--- src/afe_diag_pkg.sv ---
// Package for the front-end diagnostics and temperature setup register bank.
// Assumes a 32-bit APB slave; each register index maps to byte address 4*idx.
package afe_diag_pkg;

  // ----------------------------------------------------------------------
  // Register indices (byte address is four times the index)
  // ----------------------------------------------------------------------
  localparam logic [7:0] IDX_TEMP_SOURCE_CONTROL = 8'h4c;
  localparam logic [7:0] IDX_FRONTEND_DIAG_FLAGS = 8'h5a;
  localparam logic [7:0] IDX_TEMP_AMP_INPUT_STYLE = 8'h60;
  localparam logic [7:0] IDX_DIAG_MASTER_SWITCH = 8'h61;
  localparam logic [7:0] IDX_FRONTEND_DIAG_ENABLES = 8'h62;
  localparam logic [7:0] IDX_FRONTEND_DIAG_SETUP = 8'h63;
  localparam logic [7:0] IDX_IRQ_MASK = 8'h64;

  // ----------------------------------------------------------------------
  // Field positions
  // ----------------------------------------------------------------------
  localparam int EXC_LSB = 4;
  localparam int ROUTE_LSB = 0;
  localparam int PULLUP_DIS_BIT = 6;
  localparam int PULLDOWN_DIS_BIT = 5;
  localparam int THR_LSB = 2;
  localparam int PD_LSB = 0;
  localparam int FLAG_RSVD_BIT = 3;

  // ----------------------------------------------------------------------
  // Reset values
  // ----------------------------------------------------------------------
  localparam logic [2:0] EXC_RESET = 3'h4;
  localparam logic [3:0] ROUTE_RESET = 4'h0;
  localparam logic [3:0] ROUTE_EXTERNAL = 4'h0;
  localparam logic [3:0] ROUTE_INTERNAL = 4'h3;
  localparam logic DIFF_RESET = 1'b0;
  localparam logic DIAG_ON_RESET = 1'b0;
  localparam logic [7:0] ENABLES_RESET = 8'h33;
  localparam logic [2:0] THR_RESET = 3'h1;
  localparam logic [1:0] PD_RESET = 2'h3;
  localparam logic [7:0] FLAGS_RESET = 8'h00;
  localparam logic [7:0] IRQ_MASK_RESET = 8'h00;
  localparam logic [7:0] FLAG_VALID = 8'hf7;

  // Excitation codes (microamps); codes with bit 2 set mean off.
  localparam logic [9:0] EXC_UA_0 = 10'h019;
  localparam logic [9:0] EXC_UA_1 = 10'h032;
  localparam logic [9:0] EXC_UA_2 = 10'h064;
  localparam logic [9:0] EXC_UA_3 = 10'h1f4;

  // One flag per comparator; bit 3 has no comparator behind it.
  typedef struct packed {
    logic temp_amp_out_under;
    logic temp_amp_out_over;
    logic press_amp_out_under;
    logic press_amp_out_over;
    logic reserved;
    logic temp_amp_in_over;
    logic press_amp_in_under;
    logic press_amp_in_over;
  } diag_flags_t;

  // Input fault limits in tenths of a percent of bridge supply voltage.
  typedef struct packed {
    logic [9:0] under_permille;
    logic [9:0] over_permille;
    logic [1:0] bridge_class;
  } fault_limits_t;

endpackage

--- src/afe_diag_temp_config_regs.sv ---
// Register bank for the temperature channel setup and the analog diagnostics.
// Assumes an APB master on pclk and comparator reports synchronous to pclk.
//
// Local design decision: the APB register port.
`timescale 1ns/1ns

// How it works
// - Excitation code 0-3 gives 25/50/100/500 uA; top bit set is off.
// - Route code 0 selects external pair, code 3 internal sensor.
// - Style bit: clear single-ended, set differential; resets clear.
// - Master diagnostics bit gates all diagnostics; resets disabled.
// - Enable bits 7 and 6 cover temperature amp outputs; reset off.
// - Enable bits 5 and 4 cover pressure amp outputs; reset on.
// - Enable bit 2 covers temperature inputs; bit 3 reserved zero.
// - Enable bits 1 and 0 cover pressure amp inputs; reset on.
// - Setup bit 6 set disables temperature pull-ups; resets clear.
// - Setup bit 5 set disables pressure pull-downs; resets clear.
// - Threshold codes 0-2 give 2.5 V bridge limits; code 1 at reset.
// - Threshold codes 3-5 give 2 V bridge limits.
// - Threshold codes 6-7 give 1.25 V bridge limits.
// - Pull-down code 0-3 selects 4/2/3/1 megohm; resets to 3.
// - Writing one clears a status flag; zero leaves it alone.
// - A flag at one reports its fault occurred; zero means none.
// - Single-ended temperature amp raises output undervoltage while master and enable bit 7 are on.
module afe_diag_temp_config_regs
  import afe_diag_pkg::*;
#(
  parameter int ADDR_W = 12
) (
  // Clock and reset
  input wire logic pclk,
  input wire logic presetn,
  // APB slave
  input wire logic psel,
  input wire logic penable,
  input wire logic pwrite,
  input wire logic [ADDR_W-1:0] paddr,
  input wire logic [31:0] pwdata,
  output logic [31:0] prdata,
  output logic pready,
  output logic pslverr,
  // Comparator reports from the analog front end
  input wire diag_flags_t fault_seen,
  // Temperature channel controls
  output logic [2:0] temp_excitation_current_sel,
  output logic [9:0] excitation_ua,
  output logic excitation_on,
  output logic [3:0] temp_input_route_sel,
  output logic route_external_pair,
  output logic route_internal_sensor,
  output logic temp_amp_differential,
  // Diagnostic controls
  output logic diagnostics_on,
  output logic [7:0] detector_active,
  output logic temp_pullup_disable,
  output logic press_pulldown_disable,
  output logic [2:0] input_fault_threshold_sel,
  output fault_limits_t fault_limits,
  output logic [1:0] pulldown_value_sel,
  output logic [2:0] pulldown_megohm,
  // Interrupt
  output logic irq
);

  // --------------------------------------------------------------------
  // Register state
  // --------------------------------------------------------------------
  logic [2:0] exc_q, exc_d;
  logic [3:0] route_q, route_d;
  logic diff_q, diff_d;
  logic diag_on_q, diag_on_d;
  logic [7:0] enables_q, enables_d;
  logic pullup_dis_q, pullup_dis_d;
  logic pulldown_dis_q, pulldown_dis_d;
  logic [2:0] thr_q, thr_d;
  logic [1:0] pd_q, pd_d;
  diag_flags_t flags_q, flags_d;
  logic [7:0] irq_mask_q, irq_mask_d;
  logic pready_q, pslverr_q;
  logic [31:0] prdata_q, prdata_d;

  // --------------------------------------------------------------------
  // APB decode
  // --------------------------------------------------------------------
  // One wait state: pready rises in the second access cycle, which gives
  // the read mux a full cycle and keeps prdata straight from a flop.
  wire access_w = psel & penable;
  wire first_acc = access_w & ~pready_q;
  wire commit = access_w & pready_q;
  wire wr_commit = commit & pwrite;
  wire [ADDR_W-3:0] word_idx = paddr[ADDR_W-1:2];
  wire aligned = (paddr[1:0] == 2'h0);
  wire hit_temp = aligned &&
    (word_idx == (ADDR_W-2)'(IDX_TEMP_SOURCE_CONTROL));
  wire hit_flags = aligned &&
    (word_idx == (ADDR_W-2)'(IDX_FRONTEND_DIAG_FLAGS));
  wire hit_style = aligned &&
    (word_idx == (ADDR_W-2)'(IDX_TEMP_AMP_INPUT_STYLE));
  wire hit_master = aligned &&
    (word_idx == (ADDR_W-2)'(IDX_DIAG_MASTER_SWITCH));
  wire hit_enab = aligned &&
    (word_idx == (ADDR_W-2)'(IDX_FRONTEND_DIAG_ENABLES));
  wire hit_setup = aligned &&
    (word_idx == (ADDR_W-2)'(IDX_FRONTEND_DIAG_SETUP));
  wire hit_mask = aligned && (word_idx == (ADDR_W-2)'(IDX_IRQ_MASK));
  wire hit_any = hit_temp | hit_flags | hit_style | hit_master | hit_enab |
                 hit_setup | hit_mask;
  wire [7:0] wbyte = pwdata[7:0];

  // --------------------------------------------------------------------
  // Control register next values
  // --------------------------------------------------------------------
  // Reserved bits are not stored; they read back as zero.
  assign exc_d = (wr_commit && hit_temp) ? wbyte[EXC_LSB+:3] : exc_q;
  assign route_d = (wr_commit && hit_temp) ? wbyte[ROUTE_LSB+:4] : route_q;
  assign diff_d = (wr_commit && hit_style) ? wbyte[0] : diff_q;
  assign diag_on_d = (wr_commit && hit_master) ? wbyte[0] : diag_on_q;
  // The reserved enable bit is forced to zero whatever is written.
  assign enables_d = (wr_commit && hit_enab) ? (wbyte & FLAG_VALID)
                                             : enables_q;
  assign pullup_dis_d = (wr_commit && hit_setup) ? wbyte[PULLUP_DIS_BIT]
                                                 : pullup_dis_q;
  assign pulldown_dis_d = (wr_commit && hit_setup) ? wbyte[PULLDOWN_DIS_BIT]
                                                   : pulldown_dis_q;
  assign thr_d = (wr_commit && hit_setup) ? wbyte[THR_LSB+:3] : thr_q;
  assign pd_d = (wr_commit && hit_setup) ? wbyte[PD_LSB+:2] : pd_q;
  assign irq_mask_d = (wr_commit && hit_mask) ? (wbyte & FLAG_VALID)
                                              : irq_mask_q;

  // --------------------------------------------------------------------
  // Diagnostic flags
  // --------------------------------------------------------------------
  // A single-ended amplifier keeps one terminal at ground, so the output
  // undervoltage detector would trip anyway; it is reported as such.
  diag_flags_t cond_w;
  always_comb begin
    cond_w = fault_seen;
    cond_w.temp_amp_out_under = fault_seen.temp_amp_out_under |
                                ~diff_q;
    cond_w.reserved = 1'b0;
  end
  wire [7:0] set_w = {8{diag_on_q}} & enables_q & cond_w &
                     FLAG_VALID;
  wire [7:0] clr_w = (wr_commit && hit_flags) ? wbyte : 8'h00;
  // Set beats clear so a fault landing on the clearing write is kept.
  assign flags_d = ((flags_q & ~clr_w) | set_w) &
                   FLAG_VALID;

  // --------------------------------------------------------------------
  // Read mux
  // --------------------------------------------------------------------
  always_comb begin
    prdata_d = 32'h0000_0000;
    if (hit_temp) begin
      prdata_d[EXC_LSB+:3] = exc_q;
      prdata_d[ROUTE_LSB+:4] = route_q;
    end else if (hit_flags) begin
      prdata_d[7:0] = flags_q;
    end else if (hit_style) begin
      prdata_d[0] = diff_q;
    end else if (hit_master) begin
      prdata_d[0] = diag_on_q;
    end else if (hit_enab) begin
      prdata_d[7:0] = enables_q;
    end else if (hit_setup) begin
      prdata_d[PULLUP_DIS_BIT] = pullup_dis_q;
      prdata_d[PULLDOWN_DIS_BIT] = pulldown_dis_q;
      prdata_d[THR_LSB+:3] = thr_q;
      prdata_d[PD_LSB+:2] = pd_q;
    end else if (hit_mask) begin
      prdata_d[7:0] = irq_mask_q;
    end
  end

  // --------------------------------------------------------------------
  // Decoded analog settings (from next values so they track the registers)
  // --------------------------------------------------------------------
  logic [9:0] exc_ua_d;
  fault_limits_t limits_d;
  logic [2:0] pd_mohm_d;
  always_comb begin
    case (exc_d)
      3'h0: exc_ua_d = EXC_UA_0;
      3'h1: exc_ua_d = EXC_UA_1;
      3'h2: exc_ua_d = EXC_UA_2;
      3'h3: exc_ua_d = EXC_UA_3;
      default: exc_ua_d = 10'h000;
    endcase
    case (thr_d)
      3'h0: limits_d = '{10'd75, 10'd725, 2'h0};
      3'h1: limits_d = '{10'd100, 10'd700, 2'h0};
      3'h2: limits_d = '{10'd150, 10'd650, 2'h0};
      3'h3: limits_d = '{10'd100, 10'd900, 2'h1};
      3'h4: limits_d = '{10'd125, 10'd875, 2'h1};
      3'h5: limits_d = '{10'd175, 10'd825, 2'h1};
      3'h6: limits_d = '{10'd175, 10'd1000, 2'h2};
      default: limits_d = '{10'd225, 10'd950, 2'h2};
    endcase
    case (pd_d)
      2'h0: pd_mohm_d = 3'h4;
      2'h1: pd_mohm_d = 3'h2;
      2'h2: pd_mohm_d = 3'h3;
      default: pd_mohm_d = 3'h1;
    endcase
  end

  // --------------------------------------------------------------------
  // Register bank
  // --------------------------------------------------------------------
  always_ff @(posedge pclk or negedge presetn) begin
    if (!presetn) begin
      exc_q <= EXC_RESET;
      route_q <= ROUTE_RESET;
      diff_q <= DIFF_RESET;
      diag_on_q <= DIAG_ON_RESET;
      enables_q <= ENABLES_RESET;
      pullup_dis_q <= 1'b0;
      pulldown_dis_q <= 1'b0;
      thr_q <= THR_RESET;
      pd_q <= PD_RESET;
      flags_q <= FLAGS_RESET;
      irq_mask_q <= IRQ_MASK_RESET;
    end else begin
      exc_q <= exc_d;
      route_q <= route_d;
      diff_q <= diff_d;
      diag_on_q <= diag_on_d;
      enables_q <= enables_d;
      pullup_dis_q <= pullup_dis_d;
      pulldown_dis_q <= pulldown_dis_d;
      thr_q <= thr_d;
      pd_q <= pd_d;
      flags_q <= flags_d;
      irq_mask_q <= irq_mask_d;
    end
  end

  // Bus answer flops.
  always_ff @(posedge pclk or negedge presetn) begin
    if (!presetn) begin
      pready_q <= 1'b0;
      pslverr_q <= 1'b0;
      prdata_q <= 32'h0000_0000;
    end else begin
      pready_q <= first_acc;
      pslverr_q <= first_acc & ~hit_any;
      prdata_q <= (first_acc && !pwrite) ? prdata_d : 32'h0000_0000;
    end
  end

  // Output flops for the analog controls and the interrupt.
  always_ff @(posedge pclk or negedge presetn) begin
    if (!presetn) begin
      temp_excitation_current_sel <= EXC_RESET;
      excitation_ua <= 10'h000;
      excitation_on <= 1'b0;
      temp_input_route_sel <= ROUTE_RESET;
      route_external_pair <= 1'b0;
      route_internal_sensor <= 1'b0;
      temp_amp_differential <= DIFF_RESET;
      diagnostics_on <= DIAG_ON_RESET;
      detector_active <= 8'h00;
      temp_pullup_disable <= 1'b0;
      press_pulldown_disable <= 1'b0;
      input_fault_threshold_sel <= THR_RESET;
      fault_limits <= '0;
      pulldown_value_sel <= PD_RESET;
      pulldown_megohm <= 3'h0;
      irq <= 1'b0;
    end else begin
      temp_excitation_current_sel <= exc_d;
      excitation_ua <= exc_ua_d;
      excitation_on <= ~exc_d[2];
      temp_input_route_sel <= route_d;
      route_external_pair <= (route_d == ROUTE_EXTERNAL);
      route_internal_sensor <= (route_d == ROUTE_INTERNAL);
      temp_amp_differential <= diff_d;
      diagnostics_on <= diag_on_d;
      detector_active <= {8{diag_on_d}} & enables_d;
      temp_pullup_disable <= pullup_dis_d;
      press_pulldown_disable <= pulldown_dis_d;
      input_fault_threshold_sel <= thr_d;
      fault_limits <= limits_d;
      pulldown_value_sel <= pd_d;
      pulldown_megohm <= pd_mohm_d;
      irq <= |(flags_d & irq_mask_d);
    end
  end

  assign prdata = prdata_q;
  assign pready = pready_q;
  assign pslverr = pslverr_q;
endmodule

--- config.mk ---
export PLATFORM = sky130hd
export DESIGN_NAME = afe_diag_temp_config_regs
export DESIGN_NICKNAME = d
export VERILOG_FILES = /design/src/afe_diag_pkg.sv /design/src/afe_diag_temp_config_regs.sv
export SDC_FILE = /design/constraint.sdc
export NUM_CORES = 1
export LEC_CHECK = 0
export ABC_AREA = 1
export BUFFER_PORTS_ARGS = -buffer_cell sky130_fd_sc_hd__buf_2
export CELL_PAD_IN_SITES_DETAIL_PLACEMENT = 1
export CELL_PAD_IN_SITES_GLOBAL_PLACEMENT = 1
export CORE_ASPECT_RATIO = 0.7
export CORE_MARGIN = 2
export CORE_UTILIZATION = 36
export DETAILED_ROUTE_END_ITERATION = 10
export GPL_TIMING_DRIVEN = 0
export PLACE_DENSITY_LB_ADDON = 0.1
export SLEW_MARGIN = 5
export SYNTH_ARGS = -nofsm -noshare
export SYNTH_HDL_FRONTEND = slang
export SYNTH_SLANG_ARGS = --single-unit
export TNS_END_PERCENT = 30
--- constraint.sdc ---
create_clock -name pclk -period 2 [get_ports pclk]
set_clock_uncertainty 0.05 [all_clocks]
set_input_delay 0.1 -clock pclk [delete_from_list [all_inputs] [get_ports pclk]]
set_output_delay 0.1 -clock pclk [all_outputs]
set_load 0.05 [all_outputs]
==> results of run 1 <==
[where the power goes]
group          switching (µW)  internal [µW]  total, µW
sequential               2.16           1800       1810
clock                     741           1150       1890
combinational             256           92.8        349
total                     999           3040       4040
[registers in the layout (all words and copies together) (netlist names), 2 cells and up]
| register | count |
|---|---|
| input_fault_threshold_sel | 3 |
| prdata | 8 |
| flags_q | 7 |
| excitation_ua | 6 |
| detector_active | 8 |
| temp_excitation_current_sel | 3 |
| pulldown_megohm | 3 |
| pulldown_value_sel | 2 |
| temp_input_route_sel | 4 |
| irq_mask_q | 7 |
| fault_limits | 20 |
| enables_q | 8 |
[stage by stage]
stage | hold WS, ps | power (µW)
detailed placement | 58.77 | 2176
CTS | 2.883 | 4086
finish | 16.64 | 4043
floorplan | -245.6 | 2055
global placement | 339.5 | 2165
global route | 19.55 | 4186
[layout by cell type (no fill, tap or decap), types with 20 or more instances in the layout]
master   Yosys  layout
buf_2        3     102
buf_4       31      35
conb_1       2      28
dfrtp_1     81      80
inv_1       63      63
nand2_1    128     128
nand3_1     43      43
nand4_1     20      20
nor2_1      37      37
o21ai_0     23      21
[critical path, delay by kind of cell (launching register included)]
family	cells	cell delay [ps]
compound gates	1	310
simple gates	6	820
buf+inv	1	160
flops	1	390
[area by class of cell]
type                    count  area [µm²]  share of cell area
repair buffers            112       628.1              0.1145
inverters                  72       270.3             0.04925
flip-flops and latches     89        2238              0.4079
clock inverters             6       97.59             0.01778
well taps                 157       196.4             0.03580
clock buffers              10       239.0             0.04355
multi-input cells         325        1556              0.2836
plain buffers              36       261.5             0.04765
[cells by family (layout without fill, tap and decap cells)]
| group | count (synthesis) | count (layout) | share of synthesized area |
|---|---|---|---|
| compound gates | 47 | 47 | 0.07100 |
| fa+ha+maj | 1 | 1 | 0.002970 |
| buf+inv | 108 | 236 | 0.1248 |
| flops | 89 | 89 | 0.5312 |
| other cells | 2 | 28 | 0.001783 |
| simple gates | 249 | 249 | 0.2683 |
[Yosys cell counts (8+ instances only)]
| cell | instances |
|---|---|
| buf_4 | 31 |
| nand2_1 | 128 |
| nand4_1 | 20 |
| nor2_1 | 37 |
| dfrtp_1 | 81 |
| o21ai_0 | 23 |
| dfstp_2 | 8 |
| a21oi_1 | 9 |
| inv_1 | 63 |
| inv_2 | 8 |
| nand3_1 | 43 |
[layer usage]
metal / up-vias / part of all wire
li1: 1819 / -
met1: 1770 / 0.49
met2: 127 / 0.43
met3: 16 / 0.063
met4: 0 / 0.015
met5: - / 0
[worst min-delay path by stage]
stage	startpoint	to	depth (start not counted)
6_report	fault_seen[4]	flags_q[4]$_DFF_PN0_	3
5_1_grt	pwdata[4]	irq_mask_q[4]$_DFF_PN0_	3
4_1_cts	fault_seen[4]	flags_q[4]$_DFF_PN0_	3
3_5_place_dp	presetn	prdata[0]$_DFF_PN0_	1
3_3_place_gp	fault_seen[2]	flags_q[2]$_DFF_PN0_	3
2_1_floorplan	presetn	detector_active[0]$_DFF_PN0_	0
[timing repair]
action,CTS,global route
cloned,0,0
endpoints found under the hold margin,37,0
setup buffers,1,2
gates resized for setup,2,4
hold buffers,7,0
setup endpoints to repair,3,6
pin swaps,1,1
==> impl_metrics.ini, run 1 <==
[timing]
final.period_utilization = 0.9206
max_freq_mhz = 543.1
fin_crit_ps = 1841
rsz0062_at_grt = yes
finalHoldViolCount = 0
finalMaxSlewViolations = 0
slew-limit-headroom = 0.5222
setup_viol = 0
finalSetupTns_ps = 0
worst_slack_ps = 158.8
worst_pin_slew_ps = 714.1

[clock_network]
clk_latency_ps = 340
cts_root_buffer = clkbuf_16
cts.sinks = 89
path_clk_slew_ps = 70
numCtsBuffers = 9
cts_max_path_buffers = 2
cts_tree = yes
cts_htree_levels = 3

[route]
via_count = 3732
final_antenna_net_count = 0
detail_route.wl_per_cell_um = 16.09
drt_pass1_iterations = 4
routed_wirelength_mm = 12.98
drc_errors = 0
drt_iter0_drc = 258
vias_per_cell = 4.625

[critical_path]
reg2reg_depth = 8
crit_chain = nand2_1 > nor2_4 > buf_4 > nand3_4 > o21ai_2 > nand2_1 > nand2_1 > nand2_1
critPathMaxStageDelay_ps = 390
slowest_stage = dfrtp_2
cp_common_cell = nand2_1
required_ps = 2180
worstSetupEndpointType = flop
critPathLaunch = pready$_DFF_PN0_
ff2ff_setup_slack_ps = 160
r2r_start = pready$_DFF_PN0_
cp_max_fo = 8
path_class = flop to flop
cp-endpoint = fault_limits[14]$_DFF_PN0_
startpoint_type = flop
worstPathArrival_ps = 2020
timing.rr.end = fault_limits[14]$_DFF_PN0_

[logic_synthesis]
synth_seq_cells = 89
syn_area_per_cell_um2 = 8.491
syn_area_mm2 = 0.004212
yosys.area.top_type = dfrtp_1
netlist_top_cells_area = dfrtp_1 (48%), nand2_1 (11%), inv_1 (5.6%)
synth_edf_count = 0
synth.distinct_cells = 32
async_flop_share = 1.000
syn-instance-count = 496
synth_ff_type = dfrtp_1
synth_top_area_frac = 0.4813
ys_seq_area_frac = 0.5312
ys_warn_count = 0

[placed_design]
placed_cell_area_mm2 = 0.005042
io_buffers = 101
place.gp.congestion = 0.8918
dp_hpwl_mm = 9.864
numPlacedInstances = 781
place_ws_ps = -306.3

[grt]
grt_first_pass_wirelength_mm = 20.22
grt_overflow = 0
grt_use_met1 = 0.3095
grt_use_total = 0.2131
antenna_found_initial = 0
met3_usage = 0.04992
grt_max_degree = 54
grt_pass1_vias = 3716
top_usage_layer = met2
use_met2 = 0.3222

[floorplanning]
die_area_mm2 = 0.01259
io_pins = 154
core_mm2 = 0.01156
die_h_um = 94.50
rows = 33
fp.dieW_um = 133.3
start_util = 0.3643

[final_layout]
synthToLayoutAreaGrowth_pct = 30.30
nFillCells = 1412
stdcell_count = 807
utilization = 0.4747
nets = 703
final_design_area_no_fill_mm2 = 0.005488
antennaDiodeCount = 0
drive_gt1_frac = 0.3015

[power]
power_leakage_uw = 0.003020
peakVddDrop_v = 0.0004890
powerDensity_mw_per_mm2 = 736.8

[hold_path]
hold_path.class = input port to flop

[run_status]
status = finished clean

[run]
maxCapViolations = 0
Note: power is estimated with default switching activity, not from simulation.
==> inputs of run 2 (changes only) <==
--- a/config.mk
+++ b/config.mk
@@ -7,6 +7,7 @@
 export LEC_CHECK = 0
 export ABC_AREA = 1
 export BUFFER_PORTS_ARGS = -buffer_cell sky130_fd_sc_hd__buf_2
+export CAP_MARGIN = 20
 export CELL_PAD_IN_SITES_DETAIL_PLACEMENT = 1
 export CELL_PAD_IN_SITES_GLOBAL_PLACEMENT = 1
 export CORE_ASPECT_RATIO = 0.7
==> constraint.sdc (replaced) <==
create_clock -name pclk -period 2 [get_ports pclk]
set_clock_uncertainty 0.05 [all_clocks]
set_input_delay 0.3 -clock pclk [delete_from_list [all_inputs] [get_ports pclk]]
set_output_delay 0.3 -clock pclk [all_outputs]
set_load 0.05 [all_outputs]
==> run 2 against run 1 <==
Against the previous run:
- utilization decreased by 0.48 points
- via count decreased by 1.0%
- maximum frequency decreased by 0.45%
- global-route usage decreased by 0.082 points
- sequential cell count unchanged
- first-iteration DRC count decreased by 7.8%
- routed wire length about the same
- total power decreased by 0.14%
- combinational power decreased by 2%
- largest power group unchanged
==> impl_metrics.ini, run 2 (synthesis gave the netlist of run 1 again) <==
[timing]
finalHoldViolCount = 0
slew-limit-headroom = 0.5471
rsz0062_at_grt = yes
finalMaxSlewViolations = 0
setup_viol = 0
final.period_utilization = 0.9247
fin_crit_ps = 1849
max_freq_mhz = 540.7
worst_slack_ps = 150.6
worst_pin_slew_ps = 674.2
finalSetupTns_ps = 0

[final_layout]
antennaDiodeCount = 0
largest_reg_flops = 20
largest-register = fault_limits
drive_gt1_frac = 0.3075
synthToLayoutAreaGrowth_pct = 29.00
mostFrequentLayoutCells = nand2_1 (128), buf_2 (102), dfrtp_1 (80)
nFillCells = 1418
final_common_cell = nand2_1
nets = 697

[clock_network]
path_clk_slew_ps = 70
numCtsBuffers = 9
clk_latency_ps = 340
cts.sinks = 89
cts_root_buffer = clkbuf_16
cts_max_path_buffers = 2
cts_tree = yes
cts_htree_levels = 3

[grt]
grt_first_pass_wirelength_mm = 20.12
grt_pass1_vias = 3688
grt_use_total = 0.2122
grt_max_degree = 54
antenna_found_initial = 0
grt_overflow = 0

[power]
power_leakage_uw = 0.002995
powerDensity_mw_per_mm2 = 743.2
peakVddDrop_v = 0.0004871

[placed_design]
place.gp.congestion = 0.8918
io_buffers = 101
dp_hpwl_mm = 9.864
place_ws_ps = -384.9

[critical_path]
required_ps = 2180
worstSetupEndpointType = flop
crit_chain = nand2_1 > nor2_4 > buf_6 > nand4_1 > inv_1 > nor2_1 > a21oi_1 > inv_1 > ha_1
cp_common_cell = inv_1
critPathMaxStageDelay_ps = 390
startpoint_type = flop
slowest_stage = dfrtp_2
worstPathArrival_ps = 2030
cp_max_fo = 10
cp_top_family = simple AND/OR/NAND/NOR gates
timing.critical_path.buf_inv = 3
path_class = flop to flop

[route]
vias_per_cell = 4.610
final_antenna_net_count = 0
drc_errors = 0
detail_route.wl_per_cell_um = 16.22
drt_pass1_iterations = 5
routed_wirelength_mm = 12.99
drt_iter0_drc = 238
via_count = 3693

[floorplanning]
fp.dieW_um = 133.3
io_pins = 154
rows = 33
die_h_um = 94.50
start_util = 0.3643
die_area_mm2 = 0.01259
core_mm2 = 0.01156

[hold_path]
hold_path.class = input port to flop

[run]
maxCapViolations = 0

[run_status]
status = finished clean
-- run 2: cell count changes in the layout (fill, tap and decap cells not counted), sizes merged --
cell	delta
dlygate4sd3	-6
-- run 2: tightest hold or removal path, delay by kind of cell --
| kind | cells | cell delay (ps) |
|---|---|---|
| AND/OR/NAND/NOR | 2 | 150 |
| buffers and inverters | 1 | 90 |
-- run 2: metal layers --
metal | up-vias | wire length (µm) | GRT usage
met5 | - | 0 | 0
met4 | 0 | 190 | 0.05319
met3 | 19 | 757 | 0.04992
met2 | 126 | 5556 | 0.3200
met1 | 1744 | 6484 | 0.3089
li1 | 1804 | - | -
-- run 2: what timing repair did --
action	CTS	global route
endpoints found under the hold margin	31	0
setup buffers	1	2
hold buffers	1	0
pin swaps	1	1
resized for setup	2	5
setup endpoints to repair	3	12
-- run 2: per-stage QoR --
stage / total power, µW / std cells / cell area [µm²] / hold WS (ps) / util
final: 4038 / 801 / 5433 / 186.5 / 0.4699
after floorplan: 2055 / 522 / 4310 / -45.59 / -
after detailed placement: 2176 / 781 / 5042 / 258.8 / 0.4361
after CTS: 4077 / 799 / 5404 / 182.9 / 0.4674
after global placement: 2165 / 780 / 5012 / 411.7 / 0.4336
after global routing: 4177 / 801 / 5433 / 191.3 / 0.4699
-- run 2: worst paths after layout --
path | start | endpoint | slack [ps] | depth (start not counted)
max | pready$_DFF_PN0_ | pulldown_megohm[1]$_DFF_PN0_ | 150 | 9
min | fault_seen[6] | flags_q[6]$_DFF_PN0_ | 190 | 3
max reg2reg | pready$_DFF_PN0_ | pulldown_megohm[1]$_DFF_PN0_ | 150 | 9
min reg2reg | pready$_DFF_PN0_ | pready$_DFF_PN0_ | 450 | 1
max in group asynchronous | presetn | enables_q[4]$_DFF_PN1_ | 780 | 3
min in group asynchronous | presetn | irq$_DFF_PN0_ | 430 | 2
-- run 2: cell type report --
cell class | count | area (µm²) | share of cell area
plain buffers | 36 | 261.5 | 0.04813
clock inverters | 6 | 97.59 | 0.01796
multi-input cells | 325 | 1562 | 0.2874
well taps | 157 | 196.4 | 0.03616
inverters | 72 | 270.3 | 0.04975
clock buffers | 10 | 239.0 | 0.04399
repair buffers | 106 | 568.0 | 0.1046
flip-flops and latches | 89 | 2238 | 0.4120
-- run 2: where the power goes --
part           switching [µW]  total [µW]  internal, µW
Clock                     743        1890          1150
Sequential               2.17        1810          1800
Combinational             256         341          85.2
Total                    1000        4040          3040
==> inputs of run 3 (changes only) <==
--- a/config.mk
+++ b/config.mk
@@ -15,7 +15,7 @@
 export CORE_UTILIZATION = 36
 export DETAILED_ROUTE_END_ITERATION = 10
 export GPL_TIMING_DRIVEN = 0
-export PLACE_DENSITY_LB_ADDON = 0.1
+export PLACE_DENSITY = 0.9
 export SLEW_MARGIN = 5
 export SYNTH_ARGS = -nofsm -noshare
 export SYNTH_HDL_FRONTEND = slang
==> run 3 against run 2 <==
Against the previous run:
- routed wire length increased by 2.6%
- critical path depth unchanged
- global-route usage increased by 0.47 points
- first-iteration DRC count decreased by 13%
==> impl_metrics.ini, run 3 (synthesis gave the netlist of run 1 again) <==
[clock_network]
cts_max_path_buffers = 2
path_clk_slew_ps = 70
cts_tree = yes
cts.sinks = 89
cts_htree_levels = 3
numCtsBuffers = 9
cts_root_buffer = clkbuf_16
clk_latency_ps = 340

[hold_path]
hold_depth = 3
hold_path.class = input port to flop

[timing]
setup_viol = 0
worst_slack_ps = 42.53
max_freq_mhz = 510.9
finalSetupTns_ps = 0
slew-limit-headroom = 0.5255
worst_pin_slew_ps = 706.3
finalMaxSlewViolations = 0
final.period_utilization = 0.9787
rsz0062_at_grt = yes
finalHoldViolCount = 0
fin_crit_ps = 1957

[critical_path]
reg2reg_depth = 9
startpoint_type = flop
required_ps = 2170
cp_max_fo = 10
worstSetupEndpointType = flop
path_class = flop to flop
worstPathArrival_ps = 2130

[final_layout]
antennaDiodeCount = 0
synthToLayoutAreaGrowth_pct = 27.66
final_design_area_no_fill_mm2 = 0.005376
mostFrequentLayoutCells = nand2_1 (128), buf_2 (102), dfrtp_1 (80)
largest-register = fault_limits
nets = 697
largest_reg_flops = 20
final_common_cell = nand2_1
utilization = 0.4650
drive_gt1_frac = 0.3059

[grt]
grt_overflow = 0
grt_use_total = 0.2170
grt_first_pass_wirelength_mm = 20.74
grt_max_degree = 71
antenna_found_initial = 0
grt_pass1_vias = 3838

[power]
pwr-share-comb = 0.092
p_switching_uw = 997.6
clkPwrFrac = 0.427
sw_frac_of_total = 0.2659
p_seq_frac = 0.482
intPower_uw = 2754
powerDensity_mw_per_mm2 = 697.8
peakVddDrop_v = 0.0004626
power_leakage_uw = 0.002966

[placed_design]
io_buffers = 101
placed_cell_area_mm2 = 0.005042
place.gp.congestion = 0.8909
dp_hpwl_mm = 10.11
place_ws_ps = -350.5

[floorplanning]
fp.dieW_um = 133.3
rows = 33
io_pins = 154
die_h_um = 94.50
die_area_mm2 = 0.01259
start_util = 0.3643
core_mm2 = 0.01156

[route]
drc_errors = 0
detail_route.wl_per_cell_um = 16.64
drt_pass1_iterations = 6
final_antenna_net_count = 0
via_count = 3798
routed_wirelength_mm = 13.33
vias_per_cell = 4.742
drt_iter0_drc = 208

[run_status]
status = finished clean

[run]
maxCapViolations = 0
## run 3: worst paths after layout
path | start | endpoint | slack (ps)
worst max-delay path | pready$_DFF_PN0_ | pulldown_megohm[1]$_DFF_PN0_ | 40
worst min-delay path | fault_seen[6] | flags_q[6]$_DFF_PN0_ | 210
worst min register to register | flags_q[0]$_DFF_PN0_ | flags_q[0]$_DFF_PN0_ | 450
max in group asynchronous | presetn | pulldown_value_sel[1]$_DFF_PN1_ | 890
min in group asynchronous | presetn | fault_limits[11]$_DFF_PN0_ | 340
worst max register to register | pready$_DFF_PN0_ | pulldown_megohm[1]$_DFF_PN0_ | 40
## run 3: metrics by stage
step / power, µW / std cells / hold slack, ps
global placement: 2162 / 780 / 413.9
finish: 3752 / 801 / 214.0
CTS: 3776 / 799 / 190.9
floorplan: 2055 / 522 / -45.59
global route: 3874 / 801 / 218.6
detailed placement: 2175 / 781 / 152.5
## run 3: worst max-delay path, cell delays in order, from the launching register on
cell     delay [ps]
dfrtp_2         390
nand2_1         100
nor2_4          190
buf_4           220
nand4_1         210
inv_1           140
nor2_1           40
a21oi_1         160
inv_1            70
ha_1            280
## run 3: routing by layer
| layer | part of all wire | vias up | GRT usage |
|---|---|---|---|
| met5 | 0 | - | 0 |
| met4 | 0.023 | 0 | 0.06826 |
| met3 | 0.073 | 21 | 0.06334 |
| met2 | 0.46 | 122 | 0.3436 |
| met1 | 0.45 | 1854 | 0.2898 |
| li1 | - | 1801 | - |
## run 3: layout make-up
cell class / instances / area (µm²)
fill: 1440 / 6185
clock inverter: 6 / 52.55
multi-input combinational: 325 / 1564
timing repair buffer: 106 / 568.0
sequential: 89 / 2238
inverter: 72 / 270.3
buffer: 36 / 257.7
clock buffer: 10 / 229.0
tap: 157 / 196.4
## run 3: power groups by stage
stage | clock network (µW) | registers, µW | logic [µW]
floorplan | 0 | 1850 | 201
global placement | 0 | 1840 | 322
detailed placement | 0 | 1840 | 335
CTS | 1630 | 1810 | 338
global route | 1700 | 1810 | 368
finish | 1600 | 1810 | 344
## run 3: timing repair
item	4_1_cts	5_1_grt
pin swaps	1	1
endpoints found under the setup margin	4	4
gates resized for setup	2	4
gates cloned	0	0
buffers inserted	1	2
endpoints found under the hold margin	18	0
hold buffers	1	0
